[src/hdl/port_one_pkg.sv]
// Constants for the switch port one control block
package port_one_pkg;
  // ---------------------------------------------------------------
  // Register byte addresses
  // ---------------------------------------------------------------
  localparam logic [8:0] ctrl_a_idx = 9'h06C;
  localparam logic [8:0] ctrl_b_idx = 9'h06E;
  localparam logic [8:0] tag_idx = 9'h070;
  // ---------------------------------------------------------------
  // Control A fields
  // ---------------------------------------------------------------
  localparam int a_dsc_en = 6;
  localparam int a_tagp_en = 5;
  localparam int a_pri_hi = 4;
  localparam int a_pri_lo = 3;
  localparam int a_ins = 2;
  localparam int a_strip = 1;
  localparam int a_mq = 0;
  localparam logic [15:0] a_rw_mask = 16'h007F;
  localparam logic [15:0] a_reset = 16'h0000;
  // ---------------------------------------------------------------
  // Control B fields
  // ---------------------------------------------------------------
  localparam int b_vf = 14;
  localparam int b_npvid = 13;
  localparam int b_ffc = 12;
  localparam int b_bp = 11;
  localparam int b_tx = 10;
  localparam int b_rx = 9;
  localparam int b_nolearn = 8;
  localparam int b_sniffer = 7;
  localparam int b_rxmon = 6;
  localparam int b_txmon = 5;
  localparam int b_ceil = 3;
  localparam int b_mem_hi = 2;
  localparam logic [15:0] b_reset = 16'h0607;
  // ---------------------------------------------------------------
  // Default tag fields
  // ---------------------------------------------------------------
  localparam int t_up_hi = 15;
  localparam int t_up_lo = 13;
  localparam int t_vid_hi = 11;
  localparam logic [15:0] t_reset = 16'h0001;
endpackage

[src/hdl/port_one_control.sv]
// Switch port one control: classification, tagging, filtering and forwarding decisions
// How it works
// RQ1 - Port priority used when classification absent
// RQ2 - Tag and code-point OR overrides port
// RQ3 - Insert tag on egress for untagged
// RQ4 - Inserted tag uses ingress port VID
// RQ5 - Strip tag on egress for tagged
// RQ6 - Multi-queue bit gives four queues
// RQ7 - Otherwise single queue, priority ignored
// RQ8 - Drop when VLAN membership lacks port
// RQ9 - Drop non-default VID when enabled
// RQ10 - Force flow control overrides negotiation
// RQ11 - Back pressure only when enabled
// RQ12 - Transmit only while transmit enabled
// RQ13 - Receive only while receive enabled
// RQ14 - Learning stops when disable set
// RQ15 - Sniffer port transmits monitored packets
// RQ16 - Receive monitor marks and mirrors
// RQ17 - Transmit monitor marks and mirrors
// RQ18 - Ceiling caps priority at user priority
// RQ19 - Membership mask bits select ports
// RQ20 - Forward only to member ports
// RQ21 - Default VID is tag bits 11-0
//
// Our own choice: the Avalon-MM interface to the registers.
`timescale 1ns/100ps
`default_nettype none
module switch_port_one_control (
  // Clock and reset
  input wire logic i_clock,
  input wire logic i_rst,
  // Avalon-MM slave
  input wire logic [8:0] i_address,
  input wire logic i_read,
  input wire logic i_write,
  input wire logic [1:0] i_byteenable,
  input wire logic [15:0] i_writedata,
  output logic [15:0] o_readdata,
  output logic o_waitrequest,
  // Ingress classification request
  input wire logic i_in_valid,
  input wire logic i_in_tagged,
  input wire logic [11:0] i_in_vid,
  input wire logic i_tagp_ok,
  input wire logic [1:0] i_tagp_pri,
  input wire logic i_dsc_ok,
  input wire logic [1:0] i_dsc_pri,
  input wire logic [2:0] i_pkt_user_pri,
  input wire logic [2:0] i_vlan_members,
  input wire logic [2:0] i_in_port,
  // Ingress decision
  output logic o_in_valid,
  output logic o_in_drop,
  output logic [1:0] o_in_queue_pri,
  output logic [2:0] o_in_user_pri,
  output logic o_in_learn,
  output logic o_in_monitored,
  output logic [2:0] o_fwd_mask,
  // Egress request
  input wire logic i_eg_valid,
  input wire logic i_eg_was_tagged,
  input wire logic [11:0] i_eg_src_vid,
  input wire logic [1:0] i_eg_pri,
  input wire logic i_eg_monitored,
  // Egress decision
  output logic o_eg_valid,
  output logic o_eg_send,
  output logic o_eg_insert,
  output logic o_eg_strip,
  output logic [11:0] o_eg_tag_vid,
  output logic [1:0] o_eg_queue,
  output logic o_eg_mirror,
  // Port MAC controls
  input wire logic i_an_flow_ctrl,
  output logic o_flow_ctrl,
  output logic o_back_pressure,
  output logic o_tx_enable,
  output logic o_rx_enable,
  output logic o_sniffer_port
);
  logic [15:0] ctrl_a;
  logic [15:0] ctrl_b;
  logic [15:0] tag;
  logic [11:0] port_default_vlan_id;
  logic [2:0] up_ceiling;
  logic [1:0] cls_pri;
  logic cls_ok;
  logic [1:0] pri_d;
  logic [2:0] up_d;
  logic drop_d;
  logic [2:0] mem;

  logic in_v_q;
  logic in_drop_q;
  logic [1:0] in_pri_q;
  logic [2:0] in_up_q;
  logic in_learn_q;
  logic in_mon_q;
  logic [2:0] fwd_q;
  logic eg_v_q;
  logic eg_send_q;
  logic eg_ins_q;
  logic eg_strip_q;
  logic [11:0] eg_vid_q;
  logic [1:0] eg_q_q;
  logic eg_mir_q;

  // ---------------------------------------------------------------
  // Registers
  // ---------------------------------------------------------------
  port_one_regs regs (
    .i_clock(i_clock),
    .i_rst(i_rst),
    .i_address(i_address),
    .i_read(i_read),
    .i_write(i_write),
    .i_byteenable(i_byteenable),
    .i_writedata(i_writedata),
    .o_readdata(o_readdata),
    .o_waitrequest(o_waitrequest),
    .o_ctrl_a(ctrl_a),
    .o_ctrl_b(ctrl_b),
    .o_tag(tag)
  );

  assign port_default_vlan_id = tag[port_one_pkg::t_vid_hi:0]; // RQ21
  assign up_ceiling = tag[port_one_pkg::t_up_hi:port_one_pkg::t_up_lo];
  assign mem = ctrl_b[port_one_pkg::b_mem_hi:0]; // RQ19

  // ---------------------------------------------------------------
  // Ingress classification
  // ---------------------------------------------------------------
  always_comb begin
    cls_ok = 1'b0;
    cls_pri = 2'h0;
    if (ctrl_a[port_one_pkg::a_tagp_en] & i_tagp_ok) begin
      cls_ok = 1'b1;
      cls_pri = cls_pri | i_tagp_pri; // RQ2
    end
    if (ctrl_a[port_one_pkg::a_dsc_en] & i_dsc_ok) begin
      cls_ok = 1'b1;
      cls_pri = cls_pri | i_dsc_pri; // RQ2
    end
    if (cls_ok) begin
      pri_d = cls_pri;
    end else begin
      pri_d = ctrl_a[port_one_pkg::a_pri_hi:port_one_pkg::a_pri_lo]; // RQ1
    end
    if (ctrl_b[port_one_pkg::b_ceil] && (i_pkt_user_pri > up_ceiling)) begin
      up_d = up_ceiling; // RQ18
    end else begin
      up_d = i_pkt_user_pri;
    end
    drop_d = 1'b0;
    if (!ctrl_b[port_one_pkg::b_rx]) begin
      drop_d = 1'b1; // RQ13
    end
    if (ctrl_b[port_one_pkg::b_vf] && ((i_vlan_members & i_in_port) == 3'h0)) begin
      drop_d = 1'b1; // RQ8
    end
    // Untagged arrivals take the default VID, so they never mismatch
    if (ctrl_b[port_one_pkg::b_npvid] && i_in_tagged && (i_in_vid != port_default_vlan_id)) begin
      drop_d = 1'b1; // RQ9
    end
  end

  always_ff @(posedge i_clock or posedge i_rst) begin
    if (i_rst) begin
      in_v_q <= 1'b0;
      in_drop_q <= 1'b0;
      in_pri_q <= 2'h0;
      in_up_q <= 3'h0;
      in_learn_q <= 1'b0;
      in_mon_q <= 1'b0;
      fwd_q <= 3'h0;
    end else begin
      in_v_q <= i_in_valid;
      if (i_in_valid) begin
        in_drop_q <= drop_d;
        in_pri_q <= pri_d;
        in_up_q <= up_d;
        in_learn_q <= ~drop_d & ~ctrl_b[port_one_pkg::b_nolearn]; // RQ14
        in_mon_q <= ~drop_d & ctrl_b[port_one_pkg::b_rxmon]; // RQ16
        fwd_q <= drop_d ? 3'h0 : mem; // RQ20
      end
    end
  end

  assign o_in_valid = in_v_q;
  assign o_in_drop = in_drop_q;
  assign o_in_queue_pri = in_pri_q;
  assign o_in_user_pri = in_up_q;
  assign o_in_learn = in_learn_q;
  assign o_in_monitored = in_mon_q;
  assign o_fwd_mask = fwd_q;

  // ---------------------------------------------------------------
  // Egress decision
  // ---------------------------------------------------------------
  always_ff @(posedge i_clock or posedge i_rst) begin
    if (i_rst) begin
      eg_v_q <= 1'b0;
      eg_send_q <= 1'b0;
      eg_ins_q <= 1'b0;
      eg_strip_q <= 1'b0;
      eg_vid_q <= 12'h000;
      eg_q_q <= 2'h0;
      eg_mir_q <= 1'b0;
    end else begin
      eg_v_q <= i_eg_valid;
      if (i_eg_valid) begin
        eg_send_q <= ctrl_b[port_one_pkg::b_tx]; // RQ12
        eg_ins_q <= ctrl_a[port_one_pkg::a_ins] & ~i_eg_was_tagged; // RQ3
        eg_strip_q <= ctrl_a[port_one_pkg::a_strip] & i_eg_was_tagged; // RQ5
        eg_vid_q <= i_eg_src_vid; // RQ4
        eg_q_q <= ctrl_a[port_one_pkg::a_mq] ? i_eg_pri : 2'h0; // RQ6 RQ7
        eg_mir_q <= ctrl_b[port_one_pkg::b_tx] & ctrl_b[port_one_pkg::b_txmon]; // RQ17
      end
    end
  end

  assign o_eg_valid = eg_v_q;
  assign o_eg_send = eg_send_q;
  assign o_eg_insert = eg_ins_q;
  assign o_eg_strip = eg_strip_q;
  assign o_eg_tag_vid = eg_vid_q;
  assign o_eg_queue = eg_q_q;
  assign o_eg_mirror = eg_mir_q;

  // ---------------------------------------------------------------
  // Port MAC controls
  // ---------------------------------------------------------------
  assign o_flow_ctrl = ctrl_b[port_one_pkg::b_ffc] | i_an_flow_ctrl; // RQ10
  assign o_back_pressure = ctrl_b[port_one_pkg::b_bp]; // RQ11
  assign o_tx_enable = ctrl_b[port_one_pkg::b_tx]; // RQ12
  assign o_rx_enable = ctrl_b[port_one_pkg::b_rx]; // RQ13
  assign o_sniffer_port = ctrl_b[port_one_pkg::b_sniffer]; // RQ15
endmodule
`default_nettype wire

[src/hdl/port_one_regs.sv]
// Avalon-MM slave register file for the port one control block
`timescale 1ns/100ps
`default_nettype none
module port_one_regs (
  // Clock and reset
  input wire logic i_clock,
  input wire logic i_rst,
  // Avalon-MM slave
  input wire logic [8:0] i_address,
  input wire logic i_read,
  input wire logic i_write,
  input wire logic [1:0] i_byteenable,
  input wire logic [15:0] i_writedata,
  output logic [15:0] o_readdata,
  output logic o_waitrequest,
  // Register contents
  output logic [15:0] o_ctrl_a,
  output logic [15:0] o_ctrl_b,
  output logic [15:0] o_tag
);
  logic done_q;
  logic [15:0] a_q;
  logic [15:0] b_q;
  logic [15:0] t_q;
  logic [15:0] rd_d;
  logic [15:0] rd_q;
  logic [15:0] mask;
  logic hit;

  // ---------------------------------------------------------------
  // Handshake: one wait cycle, answer on the second
  // ---------------------------------------------------------------
  assign hit = (i_read | i_write) & done_q;
  assign o_waitrequest = (i_read | i_write) & ~done_q;
  assign mask = {{8{i_byteenable[1]}}, {8{i_byteenable[0]}}};

  always_ff @(posedge i_clock or posedge i_rst) begin
    if (i_rst) begin
      done_q <= 1'b0;
    end else begin
      done_q <= (i_read | i_write) & ~done_q;
    end
  end

  always_ff @(posedge i_clock or posedge i_rst) begin
    if (i_rst) begin
      a_q <= port_one_pkg::a_reset;
      b_q <= port_one_pkg::b_reset;
      t_q <= port_one_pkg::t_reset;
    end else if (hit & i_write) begin
      if (i_address == port_one_pkg::ctrl_a_idx) begin
        a_q <= ((a_q & ~mask) | (i_writedata & mask)) & port_one_pkg::a_rw_mask;
      end else if (i_address == port_one_pkg::ctrl_b_idx) begin
        b_q <= (b_q & ~mask) | (i_writedata & mask);
      end else if (i_address == port_one_pkg::tag_idx) begin
        t_q <= (t_q & ~mask) | (i_writedata & mask);
      end
    end
  end

  // Unmapped addresses read zero and ignore writes
  always_comb begin
    if (i_address == port_one_pkg::ctrl_a_idx) begin
      rd_d = a_q;
    end else if (i_address == port_one_pkg::ctrl_b_idx) begin
      rd_d = b_q;
    end else if (i_address == port_one_pkg::tag_idx) begin
      rd_d = t_q;
    end else begin
      rd_d = 16'h0000;
    end
  end

  always_ff @(posedge i_clock or posedge i_rst) begin
    if (i_rst) begin
      rd_q <= 16'h0000;
    end else if (i_read & ~done_q) begin
      rd_q <= rd_d;
    end
  end

  assign o_readdata = rd_q;
  assign o_ctrl_a = a_q;
  assign o_ctrl_b = b_q;
  assign o_tag = t_q;
endmodule
`default_nettype wire

[config.mk]
export PLATFORM = sky130hd
export DESIGN_NAME = switch_port_one_control
export DESIGN_NICKNAME = d
export VERILOG_FILES = /design/src/hdl/port_one_pkg.sv /design/src/hdl/port_one_control.sv /design/src/hdl/port_one_regs.sv
export SDC_FILE = /design/constraint.sdc
export NUM_CORES = 1
export LEC_CHECK = 0
export BUFFER_PORTS_ARGS = -buffer_cell sky130_fd_sc_hd__buf_2
export CELL_PAD_IN_SITES_DETAIL_PLACEMENT = 0
export CELL_PAD_IN_SITES_GLOBAL_PLACEMENT = 1
export CORE_MARGIN = 5
export CORE_UTILIZATION = 36
export DETAILED_ROUTE_END_ITERATION = 6
export HOLD_SLACK_MARGIN = 0.05
export PLACE_DENSITY = 0.79
export SETUP_SLACK_MARGIN = 0.15
export SLEW_MARGIN = 25
export SYNTH_ARGS = -nofsm -noshare
export SYNTH_HDL_FRONTEND = slang
export SYNTH_HIERARCHICAL = 1
export SYNTH_SLANG_ARGS = --single-unit
[constraint.sdc]
create_clock -name i_clock -period 1.8 [get_ports i_clock]
set_input_delay 0.36 -clock i_clock [delete_from_list [all_inputs] [get_ports i_clock]]
set_output_delay 0.36 -clock i_clock [all_outputs]
set_load 0.02 [all_outputs]
# == Word-level counts from Yosys, hierarchy flattened ==
# Index checks and enable logic that the tools add are counted.
# word_totals
inputBits,78
word_cells,75
ff_bits,87
out_inout_bits,53
# classes
n_reduce_logical,8
eq_ne,4
n_lt_le_gt_ge,1
mux,14
n_bitwise,29
# op_table
operator,n
AND 16 bit,3
two-way mux 16 bit,3
OR 16 bit,2
equality test 9 x 7 -> 1 bit (second input constant),3
NOT 16 bit,1
inequality test 12 bit,1
AND 1 bit,11
two-way mux 2 bit,4
AND 7 bit,1
OR 7 bit,1
two-way mux 3 bit,2
NOT 1 bit,6
two-way mux 1 bit,5
logical AND 1 bit,4
AND reduction 4 bit,1
AND 3 bit,1
> comparator 3 bit,1
zero test 3 bit,1
AND reduction 3 bit,1
OR 1 bit,2
OR 2 bit,1
AND reduction 2 bit,1

# == Longest topological paths before layout ==
# Gate-level depths: netlist (run 1).
# logic_depth
depth_word,7
mapped_depth,7
mapped_depth_nobuf,7

# == Cells and area by module ==
# Netlist (run 1), hierarchy kept.
# modules_own_cells
mod,cells_each,instances,seq_area_each_um2,area_each_um2
port_one_regs,199,1,1408.9,2723.9
switch_port_one_control,132,1,775.7,1452.6

# == Worst setup path after synthesis (run 1) ==
# No wires, ideal clock.
# synth_path
kind,input -> register
from,input i_address[7]
to,register (tool-made name)
setup_time_ps,125
n_path_buf,2
cell_stages,5
path_slack_ps,8
arrival_time_ps,1666
required_time_ps,1675
path_cell_list,nand4bb_1 buf_4 or4_1 buf_6 mux2_4
# synth_rtl
item,line,text
from (decl),port_one_control.sv:33,"input wire logic [8:0] i_address,"

==> results.tsv, run 1 <==
stage	metric	value	unit
run_status	outcome	finished, final reports clean	
clock_network	hold_buffers	0	
clock_network	cts_tree	built	
place	io_buffers	129	
power_and_ir_drop	clkPwrFrac	0.429	
floorplanning	std_cell_rows	39	
clock_network	cts_max_level	3	
sta	slew_viol_final	0	
drt	dr.pass1.iters	4	
clock_network	cts_root_buf	clkbuf_16	
drt	vias_per_cell	5.08	
place	pre_cts_ws	-0.0651	ns
drt	ant_nets	0	
setup_path	required	2.02	ns
setup_path	cpPeakStageDelay	0.56	ns
grt	antenna_found_initial	0	
hold_path	hold_class	in -> async	
setup_path	critPathSlowestCell	dfstp_2	
clock_network	cts_sinks	87	
power_and_ir_drop	p_per_area	801	nW/um^2
layout	antennaDiodeCount	0	
layout	final_cell_mix	129 x buf_2, 80 x dfrtp_1, 35 x mux2_2	
setup_path	crit_type	reg -> reg	
floorplanning	start_util	0.363	
synthesis	synthesis.area	4110	um^2
setup_path	critPathCaptureType	flip-flop	
floorplanning	fp.dieArea	13600	um^2
drt	postRouteWirelength	10.5	mm
sta	tightest_slew	0.532	ns
place	hpwl	8.11	mm
sta	slew_headroom	0.645	
drt	drc	0	
layout	area_growth_syn_to_layout	32.0	%
layout	fin_cells	618	
sta	tns	0	ns
grt	grt_pass1_wl	16.6	mm
clock_network	numCtsBuffers	9	
place	place_inst	600	
setup_path	crit_chain	xnor2_2, nand4_1, o311ai_2, nand3_2, mux2_4	
grt	overflow	0	
setup_path	worst-endpoint-arrival	1.86	ns
power_and_ir_drop	swShare	0.230	
power_and_ir_drop	p_int	3350	uW
sta	max_freq	610	MHz
power_and_ir_drop	ir_drop	0.342	mV
drt	num_vias	3139	
place	placed_area	5050	um^2
sta	fin_ws	0.160	ns
grt	grt_max_degree	57	
synthesis	syn_area_per_cell	12.8	um^2
power_and_ir_drop	switchingPower	998	uW
run	cap_violations	0	
power_and_ir_drop	p_comb_frac	0.102	
layout	final_common_cell	buf_2	
synthesis	ys_warn_count	6	
sta	finClkSkew	0.00435	ns
sta	rsz0062_at_grt	yes	
layout	drive_gt1_frac	0.512	
drt	drt_iter0_drc	108	
sta	final_hold_viol_count	0	
synthesis	synth_nets	402	
setup_path	startpoint_type	flip-flop	
grt	grt_pass1_vias	3284	
floorplanning	die_w	117	um
power_and_ir_drop	p_leak	0.00263	uW
floorplanning	fp.dieH	117	um
sta	period_share	0.911	
setup_path	cp_max_fo	2	
setup_path	rrSetupSlack	0.16	ns
clock_network	clk_latency	0.34	ns
clock_network	ctsLongestPathBuffers	2	
place	gp_congestion	0.857	
synthesis	syn_inst	321	
sta	setup_viol	0	
grt	grtUsageTotal	0.157	
drt	wire_per_inst	17.0	um
layout	final_area	5420	um^2
sta	fin_crit	1.64	ns
floorplanning	ios	131	
layout	final_nets	551	
power_and_ir_drop	seqPwrFrac	0.469	
sta	holdWs	0.0846	ns
clock_network	path_clk_slew	0.06	ns
floorplanning	core-area	11300	um^2
## repair_timing
item | in CTS | in global routing
gates resized for setup | 4 | 7
setup endpoints to repair | 35 | 15
pin swaps | 5 | 7
buffers inserted | 1 | 1
gates cloned | 0 | 0
## per-layer routing
metal  track usage  vias up  wire length (um)
li1              -     1479                 -
met1         0.207     1547              4340
met2         0.259      101              5270
met3        0.0355       12               717
met4        0.0466        0               154
met5             0        -                 0
## per-stage QoR
step | total power [uW] | util
6_report | 4340 | 0.479
5_1_grt | 4510 | 0.479
4_1_cts | 4390 | 0.475
3_5_place_dp | 2510 | 0.446
3_3_place_gp | 2500 | 0.446
2_1_floorplan | 2290 | -
## final timing paths
check                                   startpoint                 end  depth (start not counted)
min in group i_clock               i_eg_was_tagged         o_eg_insert                          2
worst max register to register           flip-flop           o_in_drop                          5
worst min-delay path                         i_rst    o_in_user_pri[2]                          2
worst min register to register  regs/o_readdata[6]  regs/o_readdata[6]                          2
max in group asynchronous                    i_rst    o_eg_tag_vid[10]                          3
worst max-delay path                     flip-flop           o_in_drop                          5
## worst max-delay path: cells and delay by family (launching register included)
family / cells / cell delay (ns)
compound gates: 1 / 0.29
xor+xnor: 1 / 0.11
flops: 1 / 0.56
mux: 1 / 0.28
simple gates: 2 / 0.29
## power groups by stage
stage	sequential (uW)	combinational [uW]	clock (uW)
6_report	2040	443	1860
5_1_grt	2040	485	1980
4_1_cts	2040	441	1910
3_5_place_dp	2070	438	0
3_3_place_gp	2070	429	0
2_1_floorplan	2120	175	0
## cell type report
cell class                      count  area [um^2]
Multi-Input combinational cell    196         1800
Clock buffer                       13          260
Timing Repair Buffer              152          855
Inverter                           24         93.8
Tap cell                          143          179
Sequential cell                    87         2190
Clock inverter                      3         42.5
Fill cell                        1049         5900
(Power assumes the default switching activity.)
==> inputs of run 2 (changes only) <==
--- a/config.mk
+++ b/config.mk
@@ -5,11 +5,12 @@
 export SDC_FILE = /design/constraint.sdc
 export NUM_CORES = 1
 export LEC_CHECK = 0
+export ABC_AREA = 1
 export BUFFER_PORTS_ARGS = -buffer_cell sky130_fd_sc_hd__buf_2
 export CELL_PAD_IN_SITES_DETAIL_PLACEMENT = 0
 export CELL_PAD_IN_SITES_GLOBAL_PLACEMENT = 1
 export CORE_MARGIN = 5
-export CORE_UTILIZATION = 36
+export CORE_UTILIZATION = 34
 export DETAILED_ROUTE_END_ITERATION = 6
 export HOLD_SLACK_MARGIN = 0.05
 export PLACE_DENSITY = 0.79
==> results.tsv, run 2 <==
stage	metric	value	unit	change
grt	grt_max_degree	57		unchanged
floorplanning	std_cell_rows	41		+5.1%
floorplanning	die_w	123	um	+5.7%
run	cap_violations	0		unchanged
grt	grt_pass1_vias	3651		+11%
clock_network	cts_sinks	87		unchanged
setup_path	crit_chain	inv_1, ha_1, nand2_1, o21ai_1, nand2_2, a21oi_1, o21ai_0, o21a_1		
drt	ant_nets	0		unchanged
setup_path	crit_family	compound AO/OA/AOI/OAI gates		
setup_path	startpoint_type	flip-flop		
drt	drc	0		unchanged
sta	fin_crit	1.54	ns	-0.0983 ns
layout	area_growth_syn_to_layout	27.3	%	
sta	holdWs	0.0984	ns	+0.0138 ns
layout	multi_input_area	1830	um^2	+1.7%
power_and_ir_drop	ir_drop	0.458	mV	+34%
setup_path	required	2.03	ns	about the same
sta	finClkSkew	0.00468	ns	+0.000333 ns
floorplanning	fp.dieArea	15200	um^2	+12%
clock_network	path_clk_slew	0.06	ns	about the same
layout	nFillCells	1282		+22%
drt	drt_iter0_drc	254		+140%
clock_network	cts_tree	built		
setup_path	worst-endpoint-arrival	1.77	ns	-0.09 ns
power_and_ir_drop	switchingPower	1170	uW	+17%
synthesis	synthesis.area	4370	um^2	+6.5%
floorplanning	ios	131		unchanged
setup_path	critPathCaptureType	flip-flop		
power_and_ir_drop	p_int	3680	uW	+10%
clock_network	clk_latency	0.34	ns	about the same
sta	rsz0062_at_grt	no		
sta	tns	0	ns	unchanged
power_and_ir_drop	p_per_area	872	nW/um^2	+8.8%
sta	final_hold_viol_count	0		unchanged
drt	postRouteWirelength	11.2	mm	+6.7%
synthesis	synth_nets	581		+45%
power_and_ir_drop	seqPwrFrac	0.428		-0.041
floorplanning	core-area	12600	um^2	+11%
run_status	outcome	finished, final reports clean		
layout	final_nets	713		+29%
synthesis	syn_area_per_cell	8.75	um^2	-32%
clock_network	hold_buffers	0		unchanged
setup_path	critPathSlowestCell	dfrtp_1		
power_and_ir_drop	p_leak	0.00288	uW	+9.6%
sta	period_share	0.857		-0.0546
synthesis	syn_inst	500		+56%
floorplanning	start_util	0.347		-0.0161
power_and_ir_drop	swShare	0.241		+0.0113
grt	overflow	0		unchanged
layout	seq_area	2180	um^2	about the same
synthesis	ys_warn_count	6		unchanged
sta	setup_viol	0		unchanged
sta	slew_viol_final	0		unchanged
layout	drive_gt1_frac	0.358		-0.154
sta	tightest_slew	0.420	ns	-0.112 ns
place	hpwl	8.76	mm	+8.0%
drt	wire_per_inst	13.8	um	-19%
place	gp_congestion	0.832		-2.8%
clock_network	cts_max_level	3		unchanged
clock_network	cts_root_buf	clkbuf_16		
layout	final_cell_mix	149 x nand2_1, 129 x buf_2, 81 x dfrtp_1		
clock_network	post_cts_buffers	0		-1
drt	num_vias	3695		+18%
grt	grt_pass1_wl	18.1	mm	+9.1%
grt	grtUsageTotal	0.154		-0.00329
layout	final_common_cell	nand2_1		
floorplanning	fp.dieH	123	um	+5.7%
power_and_ir_drop	clkPwrFrac	0.453		+0.024
drt	dr.pass1.iters	4		unchanged
setup_path	crit_buf_inv	1		+1
setup_path	cpPeakStageDelay	0.38	ns	-0.18 ns
sta	max_freq	649	MHz	+6.4%
drt	vias_per_cell	4.56		-10%
setup_path	crit_type	reg -> reg		
grt	antenna_found_initial	1		+1
clock_network	ctsLongestPathBuffers	2		unchanged
hold_path	hold_class	in -> async		
clock_network	numCtsBuffers	9		unchanged
setup_path	cp_max_fo	6		+4
place	io_buffers	129		unchanged
power_and_ir_drop	p_comb_frac	0.119		+0.017
sta	slew_headroom	0.719		+0.0741
==> run 2: worst paths after layout <==
| check | from | endpoint | slack (ns) | cells after the start |
|---|---|---|---|---|
| setup / recovery | flip-flop | o_in_user_pri[2] | 0.26 | 8 |
| hold / removal | i_rst | regs/o_readdata[12] | 0.1 | 3 |
| setup reg to reg | flip-flop | o_in_user_pri[2] | 0.26 | 8 |
| hold reg to reg | o_in_drop | o_in_drop | 0.47 | 2 |
| max in group asynchronous | i_rst | o_in_learn | 1.40 | 3 |
| min in group i_clock | i_eg_was_tagged | o_eg_insert | 0.21 | 2 |
==> run 2: worst reg2reg max path: cells and delay by family (launching register included) <==
| family | cells | cell delay [ns] |
|---|---|---|
| simple gates | 2 | 0.17 |
| buf+inv | 1 | 0.08 |
| flops | 1 | 0.38 |
| fa+ha+maj | 1 | 0.32 |
| compound gates | 4 | 0.47 |
==> run 2: area by class of cell <==
| cell class | count | share of cell area |
|---|---|---|
| flip-flops and latches | 87 | 0.393 |
| clock inverters | 5 | 0.0187 |
| multi-input cells | 336 | 0.330 |
| diodes | 1 | 0.000450 |
| inverters | 62 | 0.0425 |
| repair buffers | 136 | 0.132 |
| clock buffers | 11 | 0.0454 |
| well taps | 172 | 0.0387 |
==> run 2: power by group through the flow <==
stage	clock network (uW)	logic, uW	registers [uW]
6_report	2200	577	2080
5_1_grt	2330	642	2090
4_1_cts	2260	587	2080
3_5_place_dp	0	586	2110
3_3_place_gp	0	577	2110
2_1_floorplan	0	251	2200
==> run 2: routing by layer <==
metal,track usage,routed length (um),vias up
met1,0.211,5390,1699
met4,0.0547,175,0
met5,0,0,-
met3,0.0398,775,12
li1,-,-,1877
met2,0.234,4840,107
==> run 2: stage by stage <==
stage	area (um^2)	cells	power [uW]	setup WS, ns	utilization
after floorplan	4380	500	2450	0.450	-
after global placement	5200	793	2690	0.232	0.412
after detailed placement	5200	793	2700	0.176	0.412
after CTS	5560	809	4920	0.225	0.441
after global routing	5570	810	5060	0.160	0.441
final	5570	810	4850	0.258	0.441
==> run 2: what timing repair did <==
item	CTS	global route
resized for setup	0	1
endpoints found under the hold margin	0	0
setup endpoints to repair	0	2
==> inputs of run 3 (changes only) <==
--- a/config.mk
+++ b/config.mk
@@ -18,5 +18,4 @@
 export SLEW_MARGIN = 25
 export SYNTH_ARGS = -nofsm -noshare
 export SYNTH_HDL_FRONTEND = slang
-export SYNTH_HIERARCHICAL = 1
 export SYNTH_SLANG_ARGS = --single-unit
==> results.tsv, run 3 <==
stage	metric	value	unit	change
clock_network	cts_max_level	3		unchanged
drt	wire_per_inst	14.0	um	+1.7%
sta	slew_viol_final	0		unchanged
grt	grtUsageTotal	0.150		-0.00396
drt	dr.pass1.iters	4		unchanged
synthesis	synth_flop_cell	dfrtp_1		
synthesis	ys_ff_latch	87		
synthesis	yosys.area.top_type	dfrtp_1		
grt	grt_pass1_wl	17.0	mm	-6.4%
setup_path	critPathCaptureType	output pin		
clock_network	path_clk_slew	0.06	ns	about the same
sta	rsz0062_at_grt	no		
setup_path	startpoint_type	flip-flop		
sta	holdWs	0.218	ns	+0.119 ns
sta	setup_viol	0		unchanged
floorplanning	ios	131		unchanged
clock_network	cts_tree	built		
synthesis	synthTopCellsByCount	122 x nand2_1, 81 x dfrtp_1, 54 x inv_1, 24 x o21ai_2, 23 x nor2_1		
clock_network	cts_root_buf	clkbuf_16		
sta	max_freq	648	MHz	-0.15%
hold_path	hold_class	in -> reg		
clock_network	clk_latency	0.34	ns	about the same
power_and_ir_drop	p_leak	0.00267	uW	-7.5%
clock_network	ctsLongestPathBuffers	2		unchanged
layout	final_cell_mix	129 x buf_2, 121 x nand2_1, 81 x dfrtp_1		
setup_path	required	1.44	ns	-0.59 ns
layout	nFillCells	1222		-4.7%
synthesis	synth_nets	527		-9.3%
drt	drc	0		unchanged
synthesis	synthesis.area	4120	um^2	-5.9%
drt	ant_nets	0		unchanged
floorplanning	fp.dieArea	14400	um^2	-5.4%
grt	overflow	0		unchanged
sta	tightest_slew	0.493	ns	+0.0726 ns
floorplanning	std_cell_rows	40		-2.4%
layout	utilization	0.438		-0.00314
synthesis	async_reset_ff_frac	1.00		
sta	finClkSkew	0.00471	ns	+0.0000304 ns
layout	antennaDiodeCount	0		-1
synthesis	netlist.area_leader.share	0.492		
layout	final_nets	661		-7.3%
layout	area_growth_syn_to_layout	27.2	%	about the same
sta	fin_crit	1.54	ns	+0.00231 ns
layout	drive_gt1_frac	0.373		+0.0147
setup_path	crit_type	reg -> out		
floorplanning	core-area	12000	um^2	-5.2%
hold_path	min_from	i_eg_was_tagged		
floorplanning	start_util	0.344		-0.00238
synthesis	yosysUniqueCellTypes	34		
floorplanning	die_w	120	um	-2.7%
clock_network	numCtsBuffers	9		unchanged
power_and_ir_drop	ir_drop	0.538	mV	+17%
place	placed_area	4930	um^2	-5.3%
synthesis	synthTopCellsByArea	dfrtp_1 49%, nand2_1 11%, o21ai_2 5.1%		
place	gp_congestion	0.760		-8.7%
layout	seq_area	2180	um^2	unchanged
synthesis	synthMostInstantiatedCell	nand2_1		
drt	vias_per_cell	4.61		+0.95%
grt	grt_pass1_vias	3381		-7.4%
sta	final_hold_viol_count	0		unchanged
grt	antenna_found_initial	0		-1
drt	drt_iter0_drc	187		-26%
setup_path	worst-endpoint-arrival	1.18	ns	-0.59 ns
setup_path	cp_max_fo	3		-3
sta	period_share	0.858		+0.00128
synthesis	synth_edf_count	0		
power_and_ir_drop	p_per_area	883	nW/um^2	+1.2%
drt	postRouteWirelength	10.3	mm	-8.1%
synthesis	syn_area_per_cell	9.23	um^2	+5.5%
place	io_buffers	129		unchanged
floorplanning	fp.dieH	120	um	-2.7%
sta	slew_headroom	0.671		-0.0474
drt	num_vias	3371		-8.8%
synthesis	syn_inst	446		-11%
grt	grt_max_degree	44		-23%
synthesis	yosysSeqAreaShare	0.531		
layout	multi_input_area	1620	um^2	-12%
place	hpwl	7.93	mm	-9.5%
power_and_ir_drop	p_total	4620	uW	-4.7%
layout	final_common_cell	buf_2		
clock_network	cts_sinks	87		unchanged
layout	final_area	5240	um^2	-5.9%
synthesis	ys_warn_count	0		-6
run_status	outcome	finished, final reports clean		
run	cap_violations	0		unchanged
sta	tns	0	ns	unchanged
==> run 3: routing by layer <==
metal	track usage	up-vias	wire length, um
met1	0.187	1563	4500
met2	0.241	90	4930
met4	0.0523	0	191
li1	-	1705	-
met3	0.0518	13	655
met5	0	-	0
==> run 3: path summary, 6_finish.rpt <==
check                                                  end  slack (ns)  depth (start not counted)
worst max-delay path                           o_flow_ctrl        0.26                          2
worst min-delay path                           o_eg_insert        0.22                          2
worst max register to register            o_in_user_pri[2]        0.28                          8
worst min register to register            o_in_user_pri[1]        0.47                          1
max in group asynchronous       asynchronous set/reset pin        0.62                          4
min in group asynchronous       asynchronous set/reset pin        0.57                          3
==> run 3: cells by family after synthesis <==
| family | synth area share |
|---|---|
| buf+inv | 0.0778 |
| flops | 0.531 |
| simple gates | 0.191 |
| mux | 0.0453 |
| compound gates | 0.138 |
| fa+ha+maj | 0.00912 |
| xor+xnor | 0.00851 |
==> run 3: final cells by class <==
cell class	count	area share
Sequential cell	87	0.417
Tap cell	147	0.0351
Multi-Input combinational cell	289	0.309
Clock buffer	16	0.0557
Inverter	56	0.0411
Timing Repair Buffer	137	0.142
==> run 3: through the flow <==
step / std cells / setup slack (ns)
2_1_floorplan: 446 / 0.437
3_3_place_gp: 714 / 0.213
3_5_place_dp: 714 / 0.171
4_1_cts: 731 / 0.213
5_1_grt: 732 / 0.171
6_report: 732 / 0.256
==> run 3: report_power, final <==
group	internal, uW	switching, uW	total (uW)	leakage [uW]
Sequential	2070	66.4	2140	0.00111
Combinational	258	412	670	0.00141
Clock	1090	725	1810	0.000143
==> run 3: timing repair <==
item | 4_1_cts | 5_1_grt
setup buffers | 0 | 1
gates resized for setup | 0 | 1
setup endpoints to repair | 0 | 2
endpoints found under the hold margin | 14 | 0
hold buffers | 1 | 0
==> run 3: critical path, stage by stage, from the launching register on <==
cell and delay (ns):
dfrtp_1 0.40, or2_2 0.30, buf_2 0.16
